File: src/verilog/eeprom_regs_consts.svh
// Offsets, field positions and reset values of the EEPROM access and retry registers.
// Assumes a 32-bit APB register bus with 8-bit byte addresses.
`ifndef EEPROM_REGS_CONSTS_SVH
`define EEPROM_REGS_CONSTS_SVH

// Register byte offsets
`define ADDR_VERSION 8'h00
`define ADDR_ID_EEPROM 8'h04
`define ADDR_RETRY 8'h08
`define ADDR_CSWAP 8'h0C

// Field positions in the access and version registers
`define EE_CLEAR_BIT 31
`define EE_GO_BIT 25
`define PRESENT_BIT 24

// Field positions in the retry register
`define RETRY_PHYS_LSB 8
`define RETRY_RESP_LSB 4
`define RETRY_REQ_LSB 0

// Fixed values and reset values
`define SMALL_ROM_VALUE 8'h20
`define SMALL_ROM_RESET 8'h00
`define SMALL_ROM_FLAG_ADDR 8'h06
`define SMALL_ROM_FLAG_BIT 5
`define RETRY_RESET 4'h0
`define CSWAP_RESET 32'h00000000
`define VERSION_MAJOR 8'h01
`define VERSION_MINOR 8'h10

`endif

File: src/verilog/eeprom_regs_pkg.sv
// Types shared by the register slice and its EEPROM byte reader.
// Assumes the constants header for all numeric values.
package eeprom_regs_pkg;

  // Register slice sequencing, one-hot
  typedef enum logic [3:0] {
    ST_BOOT = 4'b0001,
    ST_BOOT_READ = 4'b0010,
    ST_IDLE = 4'b0100,
    ST_SW_READ = 4'b1000
  } access_state_t;

  // Byte reader handshake, one-hot
  typedef enum logic [1:0] {
    RD_IDLE = 2'b01,
    RD_WAIT = 2'b10
  } rd_state_t;

  // Compare-swap bus resource selector
  typedef enum logic [1:0] {
    RES_BUS_MANAGER_ID = 2'b00,
    RES_BANDWIDTH_AVAILABLE = 2'b01,
    RES_CHANNELS_AVAILABLE_HI = 2'b10,
    RES_CHANNELS_AVAILABLE_LO = 2'b11
  } bus_resource_t;

endpackage : eeprom_regs_pkg
File: src/verilog/eeprom_byte_access_retry_regs.sv
// APB register slice: EEPROM byte access, transmit retry limits, compare-swap value.
// Assumes zero-wait APB, a synchronous EEPROM detect level and a byte fetch handshake.
//
// The APB register port was chosen for this implementation.
`timescale 1ns/1ns
`include "eeprom_regs_consts.svh"
module eeprom_byte_access_retry_regs #(
  parameter int ADDR_W = 8,
  parameter int RETRY_W = 4
) (
  // Clock and reset
  input wire logic pclk,
  input wire logic presetn,
  // APB slave
  input wire logic psel,
  input wire logic penable,
  input wire logic pwrite,
  input wire logic [7:0] paddr,
  input wire logic [31:0] pwdata,
  output logic [31:0] prdata,
  output logic pready,
  output logic pslverr,
  // EEPROM side
  input wire logic eeprom_detect,
  output logic ee_req,
  output logic [ADDR_W-1:0] ee_addr,
  input wire logic ee_ack,
  input wire logic [7:0] ee_data,
  // Retry limits to transmit units
  output logic [RETRY_W-1:0] physical_response_retry_max,
  output logic [RETRY_W-1:0] async_response_retry_max,
  output logic [RETRY_W-1:0] async_request_retry_max,
  // Compare-swap path
  input wire logic cswap_load,
  input wire logic [31:0] cswap_value_in,
  input wire eeprom_regs_pkg::bus_resource_t bus_resource_select,
  output logic [3:0] resource_target,
  // Status
  output logic id_eeprom_present
);

  eeprom_regs_pkg::access_state_t state, next_state; // Sequencer state
  logic eeprom_address_clear, next_eeprom_address_clear; // Self-clearing address clear
  logic eeprom_read_go, next_eeprom_read_go; // Self-clearing read go
  logic [ADDR_W-1:0] byte_addr, next_byte_addr; // Internal EEPROM byte address
  logic [7:0] eeprom_read_byte, next_eeprom_read_byte; // Last fetched byte
  logic [7:0] small_rom_offset, next_small_rom_offset; // Mini ROM pointer
  logic next_id_eeprom_present; // Detect capture
  logic [31:0] compare_swap_new_value, next_compare_swap_new_value; // New value word
  logic [RETRY_W-1:0] next_phys_max, next_resp_max, next_req_max; // Retry limits
  logic [31:0] next_prdata; // Read data
  logic next_pslverr; // Unmapped answer
  logic [3:0] next_resource_target; // Decoded resource
  logic rd_start; // Fetch launch
  logic [ADDR_W-1:0] rd_addr; // Fetch address
  logic rd_busy; // Fetch in flight
  logic rd_done; // Fetch finished
  logic [7:0] rd_data; // Fetched byte
  logic setup_phase; // APB setup cycle
  logic wr_access; // APB write completes
  logic wr_id; // Write to access register
  logic clear_set; // Software sets address clear
  logic go_set; // Software sets read go

  // APB decode; zero wait states so access equals completion
  assign setup_phase = psel && !penable;
  assign wr_access = psel && penable && pwrite;
  assign wr_id = wr_access && (paddr == `ADDR_ID_EEPROM);
  assign clear_set = wr_id && pwdata[`EE_CLEAR_BIT];
  assign go_set = wr_id && pwdata[`EE_GO_BIT];

  // Byte fetch engine
  eeprom_byte_reader #(
    .ADDR_W(ADDR_W)
  ) reader (
    .pclk(pclk),
    .presetn(presetn),
    .start(rd_start),
    .addr(rd_addr),
    .busy(rd_busy),
    .done(rd_done),
    .data(rd_data),
    .ee_req(ee_req),
    .ee_addr(ee_addr),
    .ee_ack(ee_ack),
    .ee_data(ee_data)
  );

  // Sequencer: boot detect, address clear, software reads
  always_comb
  begin
    next_state = state;
    next_eeprom_address_clear = eeprom_address_clear | clear_set;
    next_eeprom_read_go = eeprom_read_go | go_set;
    next_byte_addr = byte_addr;
    next_eeprom_read_byte = eeprom_read_byte;
    next_small_rom_offset = small_rom_offset;
    next_id_eeprom_present = id_eeprom_present;
    rd_start = 1'b0;
    rd_addr = byte_addr;
    case (state)
      eeprom_regs_pkg::ST_BOOT:
      begin
        // Catch detect level after reset release
        next_id_eeprom_present = eeprom_detect;
        if (eeprom_detect)
        begin
          // Boot fetch of the mini ROM flag byte
          rd_start = 1'b1;
          rd_addr = ADDR_W'(`SMALL_ROM_FLAG_ADDR);
          next_state = eeprom_regs_pkg::ST_BOOT_READ;
        end
        else
        begin
          next_state = eeprom_regs_pkg::ST_IDLE;
        end
      end
      eeprom_regs_pkg::ST_BOOT_READ:
      begin
        // Flag bit decides the mini ROM pointer
        if (rd_done)
        begin
          next_small_rom_offset = rd_data[`SMALL_ROM_FLAG_BIT] ? `SMALL_ROM_VALUE : `SMALL_ROM_RESET;
          next_state = eeprom_regs_pkg::ST_IDLE;
        end
      end
      eeprom_regs_pkg::ST_IDLE:
      begin
        if (eeprom_address_clear)
        begin
          // Zero the address only; read byte untouched
          next_byte_addr = '0;
          next_eeprom_address_clear = clear_set;
        end
        else if (eeprom_read_go)
        begin
          if (id_eeprom_present)
          begin
            rd_start = 1'b1;
            next_state = eeprom_regs_pkg::ST_SW_READ;
          end
          else
          begin
            // No EEPROM: finish at once so polling ends
            next_eeprom_read_go = go_set;
          end
        end
      end
      eeprom_regs_pkg::ST_SW_READ:
      begin
        if (rd_done)
        begin
          next_eeprom_read_byte = rd_data;
          next_byte_addr = byte_addr + 1'b1;
          next_eeprom_read_go = go_set;
          next_state = eeprom_regs_pkg::ST_IDLE;
        end
      end
      default:
      begin
        next_state = eeprom_regs_pkg::ST_IDLE;
      end
    endcase
  end

  // Sequencer registers
  always_ff @(posedge pclk or negedge presetn)
  begin
    if (!presetn)
    begin
      state <= eeprom_regs_pkg::ST_BOOT;
      eeprom_address_clear <= 1'b0;
      eeprom_read_go <= 1'b0;
      byte_addr <= '0;
      eeprom_read_byte <= 8'h00;
      small_rom_offset <= `SMALL_ROM_RESET;
      id_eeprom_present <= 1'b0;
    end
    else
    begin
      state <= next_state;
      eeprom_address_clear <= next_eeprom_address_clear;
      eeprom_read_go <= next_eeprom_read_go;
      byte_addr <= next_byte_addr;
      eeprom_read_byte <= next_eeprom_read_byte;
      small_rom_offset <= next_small_rom_offset;
      id_eeprom_present <= next_id_eeprom_present;
    end
  end

  // Register file, read mux and resource decode
  always_comb
  begin
    next_phys_max = physical_response_retry_max;
    next_resp_max = async_response_retry_max;
    next_req_max = async_request_retry_max;
    next_compare_swap_new_value = compare_swap_new_value;
    next_prdata = prdata;
    next_pslverr = 1'b0;
    // Host writes to the retry register
    if (wr_access && (paddr == `ADDR_RETRY))
    begin
      next_phys_max = pwdata[`RETRY_PHYS_LSB +: RETRY_W];
      next_resp_max = pwdata[`RETRY_RESP_LSB +: RETRY_W];
      next_req_max = pwdata[`RETRY_REQ_LSB +: RETRY_W];
    end
    // Only the compare-swap path loads the new value
    if (cswap_load)
    begin
      next_compare_swap_new_value = cswap_value_in;
    end
    // Read data prepared in the setup cycle
    if (setup_phase)
    begin
      case (paddr)
        `ADDR_VERSION:
          next_prdata = {7'h00, id_eeprom_present, `VERSION_MAJOR, 8'h00, `VERSION_MINOR};
        `ADDR_ID_EEPROM:
          next_prdata = {eeprom_address_clear, 5'h00, eeprom_read_go, 1'b0, eeprom_read_byte,
                         8'h00, small_rom_offset};
        `ADDR_RETRY:
          next_prdata = {3'h0, 13'h0000, 4'h0, physical_response_retry_max, async_response_retry_max,
                         async_request_retry_max};
        `ADDR_CSWAP:
          next_prdata = compare_swap_new_value;
        default:
        begin
          next_prdata = 32'h00000000;
          next_pslverr = 1'b1;
        end
      endcase
    end
    else if (psel)
    begin
      next_pslverr = pslverr;
    end
    // One-hot target of the selected resource
    case (bus_resource_select)
      eeprom_regs_pkg::RES_BUS_MANAGER_ID: next_resource_target = 4'h1;
      eeprom_regs_pkg::RES_BANDWIDTH_AVAILABLE: next_resource_target = 4'h2;
      eeprom_regs_pkg::RES_CHANNELS_AVAILABLE_HI: next_resource_target = 4'h4;
      eeprom_regs_pkg::RES_CHANNELS_AVAILABLE_LO: next_resource_target = 4'h8;
      default: next_resource_target = 4'h0;
    endcase
  end

  // Register file registers
  always_ff @(posedge pclk or negedge presetn)
  begin
    if (!presetn)
    begin
      physical_response_retry_max <= `RETRY_RESET;
      async_response_retry_max <= `RETRY_RESET;
      async_request_retry_max <= `RETRY_RESET;
      compare_swap_new_value <= `CSWAP_RESET;
      prdata <= 32'h00000000;
      pslverr <= 1'b0;
      pready <= 1'b0;
      resource_target <= 4'h0;
    end
    else
    begin
      physical_response_retry_max <= next_phys_max;
      async_response_retry_max <= next_resp_max;
      async_request_retry_max <= next_req_max;
      compare_swap_new_value <= next_compare_swap_new_value;
      prdata <= next_prdata;
      pslverr <= next_pslverr;
      pready <= 1'b1;
      resource_target <= next_resource_target;
    end
  end
endmodule : eeprom_byte_access_retry_regs

File: src/verilog/eeprom_byte_reader.sv
// Single-byte fetch engine toward the serial identifier EEPROM.
// Assumes the EEPROM side answers a held request with a one-cycle ack and valid data.
`timescale 1ns/1ns
module eeprom_byte_reader #(
  parameter int ADDR_W = 8
) (
  // Clock and reset
  input wire logic pclk,
  input wire logic presetn,
  // Request from the register slice
  input wire logic start,
  input wire logic [ADDR_W-1:0] addr,
  output logic busy,
  output logic done,
  output logic [7:0] data,
  // EEPROM side
  output logic ee_req,
  output logic [ADDR_W-1:0] ee_addr,
  input wire logic ee_ack,
  input wire logic [7:0] ee_data
);

  eeprom_regs_pkg::rd_state_t state, next_state; // Handshake state
  logic next_done; // Completion pulse
  logic [7:0] next_data; // Captured byte
  logic next_ee_req; // Request level
  logic [ADDR_W-1:0] next_ee_addr; // Latched address

  // Next-state logic
  always_comb
  begin
    next_state = state;
    next_done = 1'b0;
    next_data = data;
    next_ee_req = ee_req;
    next_ee_addr = ee_addr;
    case (state)
      eeprom_regs_pkg::RD_IDLE:
      begin
        // Latch address and raise request
        if (start)
        begin
          next_ee_addr = addr;
          next_ee_req = 1'b1;
          next_state = eeprom_regs_pkg::RD_WAIT;
        end
      end
      eeprom_regs_pkg::RD_WAIT:
      begin
        // Capture byte on acknowledge
        if (ee_ack)
        begin
          next_data = ee_data;
          next_done = 1'b1;
          next_ee_req = 1'b0;
          next_state = eeprom_regs_pkg::RD_IDLE;
        end
      end
      default:
      begin
        next_ee_req = 1'b0;
        next_state = eeprom_regs_pkg::RD_IDLE;
      end
    endcase
  end

  // State registers
  always_ff @(posedge pclk or negedge presetn)
  begin
    if (!presetn)
    begin
      state <= eeprom_regs_pkg::RD_IDLE;
      done <= 1'b0;
      data <= 8'h00;
      ee_req <= 1'b0;
      ee_addr <= '0;
    end
    else
    begin
      state <= next_state;
      done <= next_done;
      data <= next_data;
      ee_req <= next_ee_req;
      ee_addr <= next_ee_addr;
    end
  end

  // Busy while a request is outstanding
  assign busy = (state != eeprom_regs_pkg::RD_IDLE);

endmodule : eeprom_byte_reader

File: config.mk
export PLATFORM = sky130hd
export DESIGN_NAME = eeprom_byte_access_retry_regs
export DESIGN_NICKNAME = d
export VERILOG_FILES = /design/src/verilog/eeprom_regs_pkg.sv /design/src/verilog/eeprom_byte_access_retry_regs.sv /design/src/verilog/eeprom_byte_reader.sv
export VERILOG_INCLUDE_DIRS = /design/src /design/src/verilog
export SDC_FILE = /design/constraint.sdc
export NUM_CORES = 1
export LEC_CHECK = 0
export ABC_AREA = 1
export BUFFER_PORTS_ARGS = -buffer_cell sky130_fd_sc_hd__buf_2
export CORE_UTILIZATION = 47
export CTS_BUF_LIST = sky130_fd_sc_hd__clkbuf_16
export CTS_CLUSTER_DIAMETER = 40
export DETAILED_ROUTE_END_ITERATION = 10
export GPL_ROUTABILITY_DRIVEN = 0
export PLACE_DENSITY = 0.78
export SLEW_MARGIN = 10
export SYNTH_ARGS = -nofsm -noshare
export SYNTH_HDL_FRONTEND = slang
export SYNTH_HIERARCHICAL = 1
export SYNTH_SLANG_ARGS = --single-unit
File: constraint.sdc
create_clock -name pclk -period 1.4 [get_ports pclk]
set_input_delay 0 -clock pclk [delete_from_list [all_inputs] [get_ports pclk]]
set_output_delay 0 -clock pclk [all_outputs]
set_load 0.1 [all_outputs]
* Word level (Yosys, flattened, before mapping)
Cells that the tools add are included.
** Storage, ports and cells
- Bits in registers :: 133
- Bits in latches :: 0
- Memory bits (writable) :: 0
- Memory bits (read-only) :: 0
- Input bits :: 90
- Output and inout port bits :: 60
- Word-level logic and storage cells :: 101
- Memories kept :: 0
** Operators by class
- Add/sub/neg operators :: 1
- Multipliers :: 0
- Divide/modulo/power cells :: 0
- Order comparisons :: 0
- Equal/unequal tests :: 21
- Shifts and indexed selects :: 0
- Multiplexer cells :: 37
- Bitwise logic cells :: 2
- Reductions and logical operators :: 20
** Operators with widths (number)
- $pmux W32 S4 :: 1
- $mux W8 :: 4
- $mux W1 :: 17
- $eq A8 B4 Y1 const B :: 2
- $mux W4 :: 4
- $pmux W4 S4 :: 1
- $pmux W8 S2 :: 1
- $ne A2 B2 Y1 const B :: 6
- $pmux W4 S3 :: 1
- $reduce_and A2 Y1 :: 5
- $add A8 B1 Y8 const B :: 1
- $eq A8 B3 Y1 const B :: 1
- $logic_not A8 Y1 :: 1
- $logic_and A1 B1 Y1 :: 7
- $eq A2 B2 Y1 const B :: 3
- $mux W6 :: 1
- $ne A2 B1 Y1 const B :: 3
- $pmux W1 S2 :: 3
- $eq A2 B1 Y1 const B :: 2
- $eq A4 B1 Y1 const B :: 1
- $eq A4 B2 Y1 const B :: 1
- $eq A4 B3 Y1 const B :: 1
- $eq A4 B4 Y1 const B :: 1
- $mux W2 :: 2
- 10 further kinds :: 11

* Logic depth before layout (Yosys ltp)
Gate-level depths: netlist of the first run.
- Depth in word-level cells :: 9
- Mapped depth :: 10
- Mapped depth without buffers :: 9

* By module
Netlist of the first run, hierarchy kept.
** Modules (own cells, without submodules)
- eeprom_byte_access_retry_regs :: instances 1, cells an instance 531, area an instance 4753.3 sq um, sequential area each 2653.8 sq um
- eeprom_byte_reader :: instances 1, cells an instance 81, area an instance 800.8 sq um, sequential area each 476.7 sq um

* Least setup slack after synthesis of the first run
Ideal clock, no wire load.
- Path kind :: register -> register
- Start point :: register id_eeprom_present
- End point :: register reader.ee_addr[0]
- Library setup time :: 0.122 ns
- Data arrival time :: 1.840 ns
- Required time :: 1.278 ns
- Setup slack :: -0.562 ns
- Stages on the path, launching flop included :: 9
- Buffers on the path :: 1
- Clock period less this slack :: 1.962 ns
- Cells stage by stage :: dfrtp_1 -> inv_1 -> nor3_1 -> nand2_1 -> nand2_1 -> buf_2 -> nand3_4 -> nand2_1 -> nand2_1
** On the way
- Cells in the longest elaborated chain, start to end :: 5
** Ends and longest elaborated chain
- start: declaration :: RTL line eeprom_byte_access_retry_regs.sv:39 : output logic id_eeprom_present
- start signal: assignment :: RTL line eeprom_byte_access_retry_regs.sv:187 : id_eeprom_present <= next_id_eeprom_present;
- $mux W1 :: RTL line eeprom_byte_access_retry_regs.sv:137 : if (id_eeprom_present)
- $mux W1 :: RTL line eeprom_byte_access_retry_regs.sv:135 : else if (eeprom_read_go)
- $mux W1 :: RTL line eeprom_byte_access_retry_regs.sv:129 : if (eeprom_address_clear)
- $pmux W1 S2 :: RTL line eeprom_byte_access_retry_regs.sv:101 : case (state)
- named net rd_start :: RTL line eeprom_byte_access_retry_regs.sv:54 : logic rd_start;
- $reduce_and A2 Y1 (no line)
- end signal: assignment :: RTL line eeprom_byte_reader.sv:84 : ee_addr <= next_ee_addr;
- end: declaration :: RTL line eeprom_byte_reader.sv:18 : output logic [ADDR_W-1:0] ee_addr,
The timed path passes the listed nets, and every way through them passes these cells.
A chain may end at the register's enable or synchronous reset.

==> metrics.log, run 1 <==
INFO  metric irDropWorstVdd = 977 uV
INFO  metric pin_count_of_the_biggest_net_entering_global_routing = 42
INFO  metric slew_violations = 0
INFO  metric timing.max_cap.violations = 0
INFO  metric grt_overflow_total = 0
INFO  metric coreArea = about 11000 um2
INFO  metric insertion_delay = 0.42 ns
INFO  metric routed_via_density = 5.09
INFO  metric path_delay_family = simple AND/OR/NAND/NOR gates
INFO  metric initial_utilization = between 40% and 50%
INFO  metric setup_total_negative_slack = -0.00160 ns
INFO  metric final_core_utilization = 67.3%
INFO  metric worstPathBufferInverterCount = 1
INFO  metric hold_path_startpoint = paddr[4]
INFO  metric io_pins = 150
INFO  metric final_layout_size_suffix_gt1_share = 30.7%
INFO  metric post-route-worst-setup-slack = -0.00160 ns
INFO  metric worst_ep_arrival_time = between 1.5 and 2 ns
INFO  metric endpoint_kind = register
INFO  metric critical_path.reg2reg.startpoint = state[0]$_DFFE_PN1P_
INFO  metric power.density = 1210 nW/um2
INFO  metric clock_tree.htree_level_count = 4
INFO  metric dr.first_iter.drc_count = 357
INFO  metric outcome = finished, violations left
INFO  metric clock_tree_from_tritoncts = yes
INFO  metric critical_path.most_common_cell = sky130_fd_sc_hd__nand2_1
INFO  metric cts.sink_count = 125
INFO  metric io_buffer_count = 131
INFO  metric cts-buffers-inserted = 17
INFO  metric slowest_stage_cell_on_the_critical_path = sky130_fd_sc_hd__dfstp_2
INFO  metric netlist_area = 5550 um2
INFO  metric finalHoldViolCount = 0
INFO  metric grt_util_all_layers = 24.8%
INFO  metric max_clock_freq = 713 MHz
INFO  metric post_synth.cell_area_avg = 9.08 um2
INFO  metric launching_element_type_of_the_critical_path = register
INFO  metric layout_worst_path_cycle_share = 100%
INFO  metric first_global_vias = 4929
INFO  metric cts.path.max_buffers = 2
INFO  metric worstPathMaxFanout = 7
INFO  metric synth_cells = 611
INFO  metric critPathKind = reg -> reg
INFO  metric cellLeakagePower = about 4 nW
INFO  metric fp.dieH = 111 um
INFO  metric antenna-diode-count = 0
INFO  metric post-layout-total-power = 9.35 mW
INFO  metric rows = 39
INFO  metric worst_setup_hold_path_clk_slew = 0.06 ns
INFO  metric critical_path.startpoint = state[0]$_DFFE_PN1P_
INFO  metric hpwl = around 9400 um
INFO  metric layout_overhead_on_the_synthesized_area = 39.0%
INFO  metric syn-num-nets = 702
INFO  metric report.final.setup_viol = 1
INFO  metric nets = 916
INFO  metric placedInstanceArea = 6420 um2
INFO  metric finish.instance_area = 7710 um2
INFO  metric post-route-drc-count = 0
INFO  metric failed_checks = setup timing
INFO  metric fillCellCount = 865
INFO  metric skew = 0.00919 ns
INFO  metric fp.dieArea = 12200 um2
INFO  metric routed-via-count = 4991
INFO  metric routed_wire_length_per_instance = about 15 um
INFO  metric crit_path_cell_trace = nand2_1 -> nor2_2 -> nand2_2 -> nand2_4 -> buf_6 -> nand4_1 -> nand2_1
INFO  metric final.min_clock_period = 1.40 ns
INFO  metric drtPass1Iterations = 5
INFO  metric antenna_left = 0
INFO  metric slowest_delay = 0.56 ns
INFO  metric synth-warning-count = 6
INFO  metric antenna_found_initial = 0
INFO  metric grt_pass1_wl = about 24000 um
INFO  metric min_path_type = in -> reg
INFO  metric cts_root_buffer = sky130_fd_sc_hd__clkbuf_16
INFO  metric crit_required = 1.75 ns
INFO  metric dieWidth = about 110 um
INFO  metric detail_route.wirelength = about 15000 um
-- routing by layer --
metal / wire length [um] / vias up / track usage [%]
met1: 6220 / 2345 / 31.1
met4: 378 / 0 / 10.2
met2: 7310 / 208 / 41.2
met5: 0 / - / 0
met3: 941 / 35 / 5.80
li1: - / 2403 / -
-- what timing repair did --
item | CTS | global route
cloned | 0 | 2
resized for setup | 6 | 18
hold buffers | 62 | 0
endpoints found under the setup margin | 8 | 23
pin swaps | 3 | 6
hold endpoints to repair | 183 | 0
setup buffers | 6 | 2
-- cells in the final DEF, fill, tap and decap left out, types with 2 or more instances in the layout --
cell type and instances:
sky130_fd_sc_hd__buf_12 4, sky130_fd_sc_hd__buf_2 129, sky130_fd_sc_hd__buf_4 22, sky130_fd_sc_hd__buf_6 2
sky130_fd_sc_hd__clkbuf_16 17, sky130_fd_sc_hd__clkinv_1 3, sky130_fd_sc_hd__clkinv_2 4, sky130_fd_sc_hd__clkinvlp_4 4
sky130_fd_sc_hd__conb_1 2, sky130_fd_sc_hd__dfrtp_1 121, sky130_fd_sc_hd__dfstp_2 2, sky130_fd_sc_hd__dlygate4sd3_1 62
sky130_fd_sc_hd__inv_1 43, sky130_fd_sc_hd__inv_2 12, sky130_fd_sc_hd__inv_6 2, sky130_fd_sc_hd__mux2_2 23
sky130_fd_sc_hd__nand2_1 209, sky130_fd_sc_hd__nand2_2 6, sky130_fd_sc_hd__nand2_4 4, sky130_fd_sc_hd__nand3_1 52
sky130_fd_sc_hd__nand3_2 2, sky130_fd_sc_hd__nand3_4 3, sky130_fd_sc_hd__nand3b_1 2, sky130_fd_sc_hd__nand4_1 18
sky130_fd_sc_hd__nor2_1 20, sky130_fd_sc_hd__nor2_2 2, sky130_fd_sc_hd__nor2_4 4, sky130_fd_sc_hd__o211ai_1 2
sky130_fd_sc_hd__o21ai_0 35, sky130_fd_sc_hd__o21ai_1 6, sky130_fd_sc_hd__o31ai_1 2, sky130_fd_sc_hd__o31ai_2 8
-- worst register-to-register path: cells and delay by family (launching register included) --
kind                   cells  cell delay [ns]
DFF                        1             0.56
buffers and inverters      1             0.13
and+or+nand+nor            6             0.65
-- final cells by class --
class | count | area (um2) | area share (%)
clock inverters | 15 | 108 | 1.39
inverters | 55 | 214 | 2.77
clock buffers | 17 | 425 | 5.52
multi-input cells | 406 | 2110 | 27.4
flip-flops and latches | 125 | 3140 | 40.6
well taps | 143 | 179 | 2.32
repair buffers | 220 | 1540 | 20.0
-- final timing paths --
| kind | end | slack (ns) | cells after the start |
|---|---|---|---|
| setup / recovery | reader/ee_addr[7]$_DFFE_PN0P_ | -0.002 | 7 |
| hold / removal | pslverr$_DFFE_PN0P_ | 0.03 | 5 |
| setup reg to reg | reader/ee_addr[7]$_DFFE_PN0P_ | -0.002 | 7 |
| hold reg to reg | reader/ee_addr[2]$_DFFE_PN0P_ | 0.47 | 2 |
| max in group asynchronous | reader/state[0]$_DFFE_PN1P_ | 0.73 | 3 |
| min in group asynchronous | physical_response_retry_max[2]$_DFFE_PN0P_ | 0.06 | 2 |
-- state kept, by name, indices dropped and copies added (netlist names), 4 cells and up --
register	cells
async_request_retry_max	4
async_response_retry_max	4
byte_addr	8
compare_swap_new_value	32
eeprom_read_byte	8
physical_response_retry_max	4
prdata	32
reader/data	8
reader/ee_addr	8
resource_target	4
state	4
-- power by group --
group	internal [mW]	switching, mW	total [mW]
registers	3.86	0.152	4.01
logic	0.459	0.919	1.38
clock network	2.39	1.57	3.96
total	6.71	2.64	9.35
-- per-stage QoR --
stage	std cells	setup slack (ns)	hold WS [ns]
floorplan	611	-0.00698	-0.296
global placement	877	0.0150	-0.0458
detailed placement	877	-0.0509	-0.0400
CTS	977	0.00295	0.0139
global route	981	-0.0403	0.0785
finish	981	-0.00160	0.0341
Note: power is estimated with default switching activity, not from simulation.
==> inputs of run 2 (changes only) <==
--- a/config.mk
+++ b/config.mk
@@ -8,6 +8,7 @@
 export LEC_CHECK = 0
 export ABC_AREA = 1
 export BUFFER_PORTS_ARGS = -buffer_cell sky130_fd_sc_hd__buf_2
+export CORE_ASPECT_RATIO = 0.75
 export CORE_UTILIZATION = 47
 export CTS_BUF_LIST = sky130_fd_sc_hd__clkbuf_16
 export CTS_CLUSTER_DIAMETER = 40
==> metrics.log, run 2 (same netlist as run 1, synthesis figures left out) <==
INFO  metric worstRegToRegCells = 8 (+1)
INFO  metric final_layout_size_suffix_gt1_share = 30.9% (+0.25 points)
INFO  metric outcome = finished, violations left
INFO  metric cell_internal_pwr = 7.08 mW (+5.6%)
INFO  metric power.density = 1250 nW/um2 (+2.8%)
INFO  metric most-common-layout-cells = sky130_fd_sc_hd__nand2_1 (206), sky130_fd_sc_hd__buf_2 (129), sky130_fd_sc_hd__dfrtp_1 (120)
INFO  metric antenna_found_initial = 0 (unchanged)
INFO  metric routed_via_density = 5.11 (+0.46%)
INFO  metric power.combinational.fraction = 14.3% (-0.4 points)
INFO  metric worst_hold_path.num_cells = 5 (unchanged)
INFO  metric slew_violations = 0 (unchanged)
INFO  metric power.share.clock = 44.5% (+2.1 points)
INFO  metric min_path_type = in -> reg
INFO  metric layout_overhead_on_the_synthesized_area = 40.6%
INFO  metric post-route-drc-count = 0 (unchanged)
INFO  metric max_slew.worst_pin.slew = roughly 0.56 ns
INFO  metric clock_tree_from_tritoncts = yes
INFO  metric launching_element_type_of_the_critical_path = register
INFO  metric dr.first_iter.drc_count = 262 (-27%)
INFO  metric seqPwrFrac = 41.3% (-1.6 points)
INFO  metric worst_setup_hold_path_clk_slew = 0.05 ns (about the same)
INFO  metric antenna_left = 0 (unchanged)
INFO  metric cts.path.max_buffers = 2 (unchanged)
INFO  metric dp.cells = 891 (+1.6%)
INFO  metric grt_util_all_layers = 26.3% (+1.6 points)
INFO  metric instances_no_fill = 998 (+1.7%)
INFO  metric first_global_vias = 5151 (+4.5%)
INFO  metric skew = 0.00446 ns (-0.00473 ns)
INFO  metric grt_overflow_total = 0 (unchanged)
INFO  metric antenna-diode-count = 0 (unchanged)
INFO  metric fp.dieArea = 12300 um2 (about the same)
INFO  metric grt_pass1_wl = 24300 um (+1.4%)
INFO  metric layout_worst_path_cycle_share = 101% (+0.83 points)
INFO  metric report.final.setup_viol = 2 (+1)
INFO  metric failed_checks = setup timing
INFO  metric reg_top3 = compare_swap_new_value (32), prdata (32)
INFO  metric insertion_delay = 0.41 ns (about the same)
INFO  metric cts-buffers-inserted = 17 (unchanged)
INFO  metric critPathKind = reg -> reg
INFO  metric crit_required = 1.70 ns (-0.05 ns)
INFO  metric coreArea = 11200 um2 (-2.4%)
INFO  metric post-route-worst-setup-slack = -0.0132 ns (-0.0116 ns)
INFO  metric rsz0062_at_grt = true
INFO  metric finalHoldViolCount = 0 (unchanged)
INFO  metric fillCellCount = 805 (-6.9%)
INFO  metric clock_tree.htree_level_count = 4 (unchanged)
INFO  metric routed_wire_length_per_instance = 15.2 um (+0.69%)
INFO  metric irDropWorstVdd = 1440 uV (+48%)
INFO  metric final.min_clock_period = 1.41 ns (+0.0116 ns)
INFO  metric net-switching-power = 2.65 mW (+0.30%)
INFO  metric worst_ep_arrival_time = 1.72 ns (-0.03 ns)
INFO  metric sw_ratio = 27.2% (-1.0 points)
INFO  metric rows = 33 (-15%)
INFO  metric final_common_cell = sky130_fd_sc_hd__nand2_1
INFO  metric multi_input_gate_area_in_the_final_layout = 2110 um2 (about the same)
INFO  metric sequential_cell_area = 3140 um2 (about the same)
INFO  metric maxSlewHeadroom = 62.4%
INFO  metric timing.max_cap.violations = 0 (unchanged)
INFO  metric cts.sink_count = 125 (unchanged)
INFO  metric initial_utilization = 49.6% (+1.2 points)
INFO  metric nets = 919 (+0.33%)
INFO  metric io_buffer_count = 131 (unchanged)
INFO  metric final_core_utilization = 69.8% (+2.5 points)
INFO  metric routed-via-count = 5101 (+2.2%)
INFO  metric fp.dieH = 96.1 um (-13%)
INFO  metric hpwl = 9500 um (+0.92%)
INFO  metric worstPathMaxFanout = 5 (-2)
INFO  metric endpoint_kind = register
INFO  metric detail_route.wirelength = 15200 um (+2.4%)
INFO  metric io_pins = 150 (unchanged)
INFO  metric drtPass1Iterations = 5 (unchanged)
INFO  metric cellLeakagePower = 4.15 nW (+1.0%)
INFO  metric dieWidth = 127 um (+15%)
INFO  metric max_clock_freq = 708 MHz (-0.82%)
INFO  metric pin_count_of_the_biggest_net_entering_global_routing = 42 (unchanged)
INFO  metric cts_root_buffer = sky130_fd_sc_hd__clkbuf_16
## run 2: cell types whose count changed in the layout (fill, tap and decap cells not counted), moves of 2 or more
| cell | change |
|---|---|
| sky130_fd_sc_hd__inv_1 | +2 |
| sky130_fd_sc_hd__nand2_2 | +2 |
| sky130_fd_sc_hd__nand2_1 | -3 |
| sky130_fd_sc_hd__inv_6 | -2 |
| sky130_fd_sc_hd__dlygate4sd3_1 | +5 |
| sky130_fd_sc_hd__bufinv_16 | +2 |
## run 2: area by class of cell
class / count / share of cell area (%)
Clock buffer: 17 / 5.45
Tap cell: 157 / 2.52
Timing Repair Buffer: 224 / 20.1
Sequential cell: 125 / 40.2
Inverter: 55 / 2.66
Multi-Input combinational cell: 405 / 27.1
Clock inverter: 15 / 2.00
## run 2: worst paths after layout
| path | to | slack [ns] | start |
|---|---|---|---|
| max | byte_addr[6]$_DFFE_PN0P_ | -0.01 | state[2]$_DFFE_PN0P_ |
| min | pslverr$_DFFE_PN0P_ | 0.03 | paddr[1] |
| max reg2reg | byte_addr[6]$_DFFE_PN0P_ | -0.01 | state[2]$_DFFE_PN0P_ |
| min reg2reg | reader/ee_addr[2]$_DFFE_PN0P_ | 0.47 | reader/ee_addr[2]$_DFFE_PN0P_ |
| max in group asynchronous | compare_swap_new_value[25]$_DFFE_PN0P_ | 0.62 | presetn |
| min in group asynchronous | prdata[29]$_DFFE_PN0P_ | 0.11 | presetn |
## run 2: per-stage QoR
step / hold slack, ns / power, mW / area (um2) / TNS (ns) / worst slack [ns]
after detailed placement: 0.0162 / 5.22 / 6420 / -0.326 / -0.0571
final: 0.0273 / 9.73 / 7810 / -0.0142 / -0.0132
after CTS: 0.00164 / 9.69 / 7690 / 0 / 0.00280
after global placement: 0.0109 / 5.18 / 6420 / 0 / 0.0273
after floorplan: -0.296 / 4.82 / 5570 / -0.0558 / -0.00698
after global routing: 0.0523 / 10.0 / 7810 / -0.402 / -0.0573
## run 2: repair_timing
action	4_1_cts	5_1_grt
gates cloned	0	1
resized for setup	4	22
setup buffers	0	7
pin swaps	0	8
setup endpoints to repair	10	46
hold buffers	67	0
hold endpoints to repair	113	0
## run 2: power groups by stage
stage	Clock (mW)	Combinational [mW]	Sequential, mW
2_1_floorplan	0	0.390	4.43
3_3_place_gp	0	1.13	4.05
3_5_place_dp	0	1.15	4.06
4_1_cts	4.37	1.32	4.01
5_1_grt	4.51	1.49	4.04
6_report	4.33	1.39	4.01
## run 2: per-layer routing
metal	share of wire (%)	track usage, %	wire length [um]	up-vias
met5	0	0	0	-
met4	1.7	10.9	253	0
met3	6.2	6.00	943	28
met2	50	45.6	7530	219
met1	43	32.1	6480	2446
li1	-	-	-	2408
## run 2: worst max-delay path: stages (launching register included)
cell,delay (ns)
sky130_fd_sc_hd__dfrtp_1,0.40
sky130_fd_sc_hd__buf_4,0.16
sky130_fd_sc_hd__nor2_2,0.15
sky130_fd_sc_hd__nand3_2,0.13
sky130_fd_sc_hd__nand2_2,0.10
sky130_fd_sc_hd__nand2_4,0.07
sky130_fd_sc_hd__buf_4,0.16
sky130_fd_sc_hd__nand2_1,0.06
sky130_fd_sc_hd__o21ai_1,0.06
==> inputs of run 3 (changes only) <==
--- a/config.mk
+++ b/config.mk
@@ -6,7 +6,7 @@
 export SDC_FILE = /design/constraint.sdc
 export NUM_CORES = 1
 export LEC_CHECK = 0
-export ABC_AREA = 1
+export ABC_AREA = 0
 export BUFFER_PORTS_ARGS = -buffer_cell sky130_fd_sc_hd__buf_2
 export CORE_ASPECT_RATIO = 0.75
 export CORE_UTILIZATION = 47
==> metrics.log, run 3 <==
INFO  metric top_usage_layer = met2
INFO  metric globalRouteMet1Util = 32.8% (+0.71 points)
INFO  metric pin_count_of_the_biggest_net_entering_global_routing = 57 (+36%)
INFO  metric fp.dieH = 94.2 um (-2.0%)
INFO  metric rsz0062_at_grt = true
INFO  metric endpoint_kind = register
INFO  metric instances_no_fill = 782 (-22%)
INFO  metric grt_use_met2 = 44.7% (-0.89 points)
INFO  metric finalHoldViolCount = 0 (unchanged)
INFO  metric worstPathMaxFanout = 5 (unchanged)
INFO  metric synth_cells = 401 (-34%)
INFO  metric insertion_delay = 0.41 ns (about the same)
INFO  metric launching_element_type_of_the_critical_path = register
INFO  metric setup_total_negative_slack = -3.40 ns (-3.38 ns)
INFO  metric drtPass1Iterations = 8 (+3)
INFO  metric critical_path.startpoint = state[0]$_DFFE_PN1P_
INFO  metric cts.path.max_buffers = 2 (unchanged)
INFO  metric slew_violations = 0 (unchanged)
INFO  metric initial_utilization = 48.5% (-1.1 points)
INFO  metric final_layout_size_suffix_gt1_share = 46.5% (+16 points)
INFO  metric crit_required = 1.69 ns (about the same)
INFO  metric layout_overhead_on_the_synthesized_area = 44.5%
INFO  metric fp.dieArea = 11800 um2 (-3.9%)
INFO  metric io_buffer_count = 131 (unchanged)
INFO  metric worst_ep_arrival_time = 1.94 ns (+0.22 ns)
INFO  metric cellLeakagePower = 3.87 nW (-6.7%)
INFO  metric nets = 719 (-22%)
INFO  metric routed_via_density = 5.33 (+4.4%)
INFO  metric worst_setup_hold_path_clk_slew = 0.06 ns (about the same)
INFO  metric reg2reg_to = reader/ee_addr[2]$_DFFE_PN0P_
INFO  metric report.final.setup_viol = 25 (+23)
INFO  metric multi_input_gate_area_in_the_final_layout = 2170 um2 (+2.6%)
INFO  metric detail_route.wirelength = 14600 um (-4.4%)
INFO  metric clock_tree_from_tritoncts = yes
INFO  metric outcome = finished, violations left
INFO  metric antenna_left = 0 (unchanged)
INFO  metric layout_worst_path_cycle_share = 118% (+17 points)
INFO  metric reg_top3 = compare_swap_new_value (32), prdata (32)
INFO  metric timing.reg2reg.setup_slack = -0.25 ns (-0.23 ns)
INFO  metric post-route-drc-count = 10 (+10)
INFO  metric timing.max_cap.violations = 0 (unchanged)
INFO  metric syn-num-nets = 492 (-30%)
INFO  metric sequential_cell_area = 3140 um2 (about the same)
INFO  metric cts.sink_count = 125 (unchanged)
INFO  metric grt_pass1_wl = 23400 um (-3.7%)
INFO  metric most-common-layout-cells = sky130_fd_sc_hd__buf_2 (129), sky130_fd_sc_hd__dfrtp_1 (119), sky130_fd_sc_hd__dlygate4sd3_1 (61)
INFO  metric rows = 33 (unchanged)
INFO  metric cts-buffers-inserted = 17 (unchanged)
INFO  metric dr.first_iter.drc_count = 209 (-20%)
INFO  metric cts_root_buffer = sky130_fd_sc_hd__clkbuf_16
INFO  metric skew = 0.0123 ns (+0.00788 ns)
INFO  metric critPathKind = reg -> reg
INFO  metric fillCellCount = 765 (-5.0%)
INFO  metric power.density = 1160 nW/um2 (-7.2%)
INFO  metric antenna_found_initial = 1 (+1)
INFO  metric io_pins = 150 (unchanged)
INFO  metric critical_path.reg2reg.startpoint = state[0]$_DFFE_PN1P_
INFO  metric dp.cells = 683 (-23%)
INFO  metric final_common_cell = sky130_fd_sc_hd__buf_2
INFO  metric post-route-worst-setup-slack = -0.248 ns (-0.234 ns)
INFO  metric grt_util_all_layers = 26.5% (+0.20 points)
INFO  metric max_clock_freq = 607 MHz (-14%)
INFO  metric min_path_type = in -> async
INFO  metric post_synth.cell_area_avg = 13.3 um2 (+46%)
INFO  metric dieWidth = 125 um (-2.0%)
INFO  metric final.min_clock_period = 1.65 ns (+0.234 ns)
INFO  metric globalRouteMet3Util = 7.18% (+1.2 points)
INFO  metric grt_overflow_total = 0 (unchanged)
INFO  metric failed_checks = DRC, setup timing
INFO  metric synth-warning-count = 6 (unchanged)
INFO  metric netlist_area = 5330 um2 (-3.9%)
INFO  metric routed-via-count = 4171 (-18%)
INFO  metric hpwl = 8980 um (-5.5%)
INFO  metric coreArea = 11000 um2 (-1.8%)
INFO  metric first_global_vias = 4514 (-12%)
INFO  metric routed_wire_length_per_instance = 18.6 um (+22%)
INFO  metric irDropWorstVdd = 898 uV (-38%)
INFO  metric clock_tree.htree_level_count = 4 (unchanged)
INFO  metric worstRegToRegCells = 5 (-3)
run 3: changes by cell type in the layout (fill, tap and decap cells not counted), sizes merged, moves of 8 or more:
cell and delta:
mux2i +20, mux2 +47, nor2 -22, inv -46
o21ai -19, nand2 -188, buf +11, o31ai -8
a22o +10, nand4 -14, nor2b +11, nand3 -48
run 3: metrics by stage:
stage | utilization [%] | setup WS [ns] | instance area [um2] | hold WS [ns] | total power, mW
6_report | 70.1 | -0.248 | 7700 | 0.0490 | 8.91
5_1_grt | 70.1 | -0.293 | 7700 | 0.0719 | 9.23
3_3_place_gp | 58.0 | -0.193 | 6370 | -0.0664 | 4.54
3_5_place_dp | 58.0 | -0.256 | 6370 | -0.0613 | 4.57
4_1_cts | 69.7 | -0.169 | 7650 | 0.0436 | 8.95
2_1_floorplan | - | -0.267 | 5380 | -0.296 | 4.26
run 3: worst max path at each step:
stage | end | slack, ns | cells past startpoint
floorplan | reader/ee_addr[0]$_DFFE_PN0P_ | -0.27 | 7
global placement | reader/ee_addr[5]$_DFFE_PN0P_ | -0.19 | 5
detailed placement | reader/ee_addr[2]$_DFFE_PN0P_ | -0.26 | 5
CTS | reader/ee_addr[2]$_DFFE_PN0P_ | -0.17 | 5
global route | reader/ee_addr[4]$_DFFE_PN0P_ | -0.29 | 5
finish | reader/ee_addr[2]$_DFFE_PN0P_ | -0.25 | 5
run 3: what timing repair did:
item	4_1_cts	5_1_grt
setup endpoints to repair	30	29
endpoints found under the hold margin	185	0
cloned	1	1
gates resized for setup	15	12
hold buffers	61	0
pin swaps	8	5
buffers inserted	3	1
run 3: layout make-up:
type,count,area share [%]
clock buffer,17,5.52
multi-input combinational,247,28.1
tap,140,2.27
sequential,125,40.7
clock inverter,15,1.93
inverter,8,0.390
antenna,1,0.0325
timing repair buffer,229,21.0
run 3: power by group:
part / internal, mW / switching, mW
logic: 0.391 / 0.455
clock network: 2.61 / 1.64
registers: 3.74 / 0.0722
run 3: worst max-delay path, cell delays in order, from the launching register on:
cell and delay, ns:
sky130_fd_sc_hd__dfstp_2 0.55, sky130_fd_sc_hd__nor2b_2 0.24, sky130_fd_sc_hd__nand3_4 0.12, sky130_fd_sc_hd__o21ai_4 0.12, sky130_fd_sc_hd__nand3b_4 0.17, sky130_fd_sc_hd__mux2_4 0.34
run 3: metal layers:
metal  part of all wire (%)  vias to the layer above
li1                       -                     1914
met1                     43                     2085
met2                     49                      139
met3                    5.6                       33
met4                    2.2                        0
met5                      0                        -
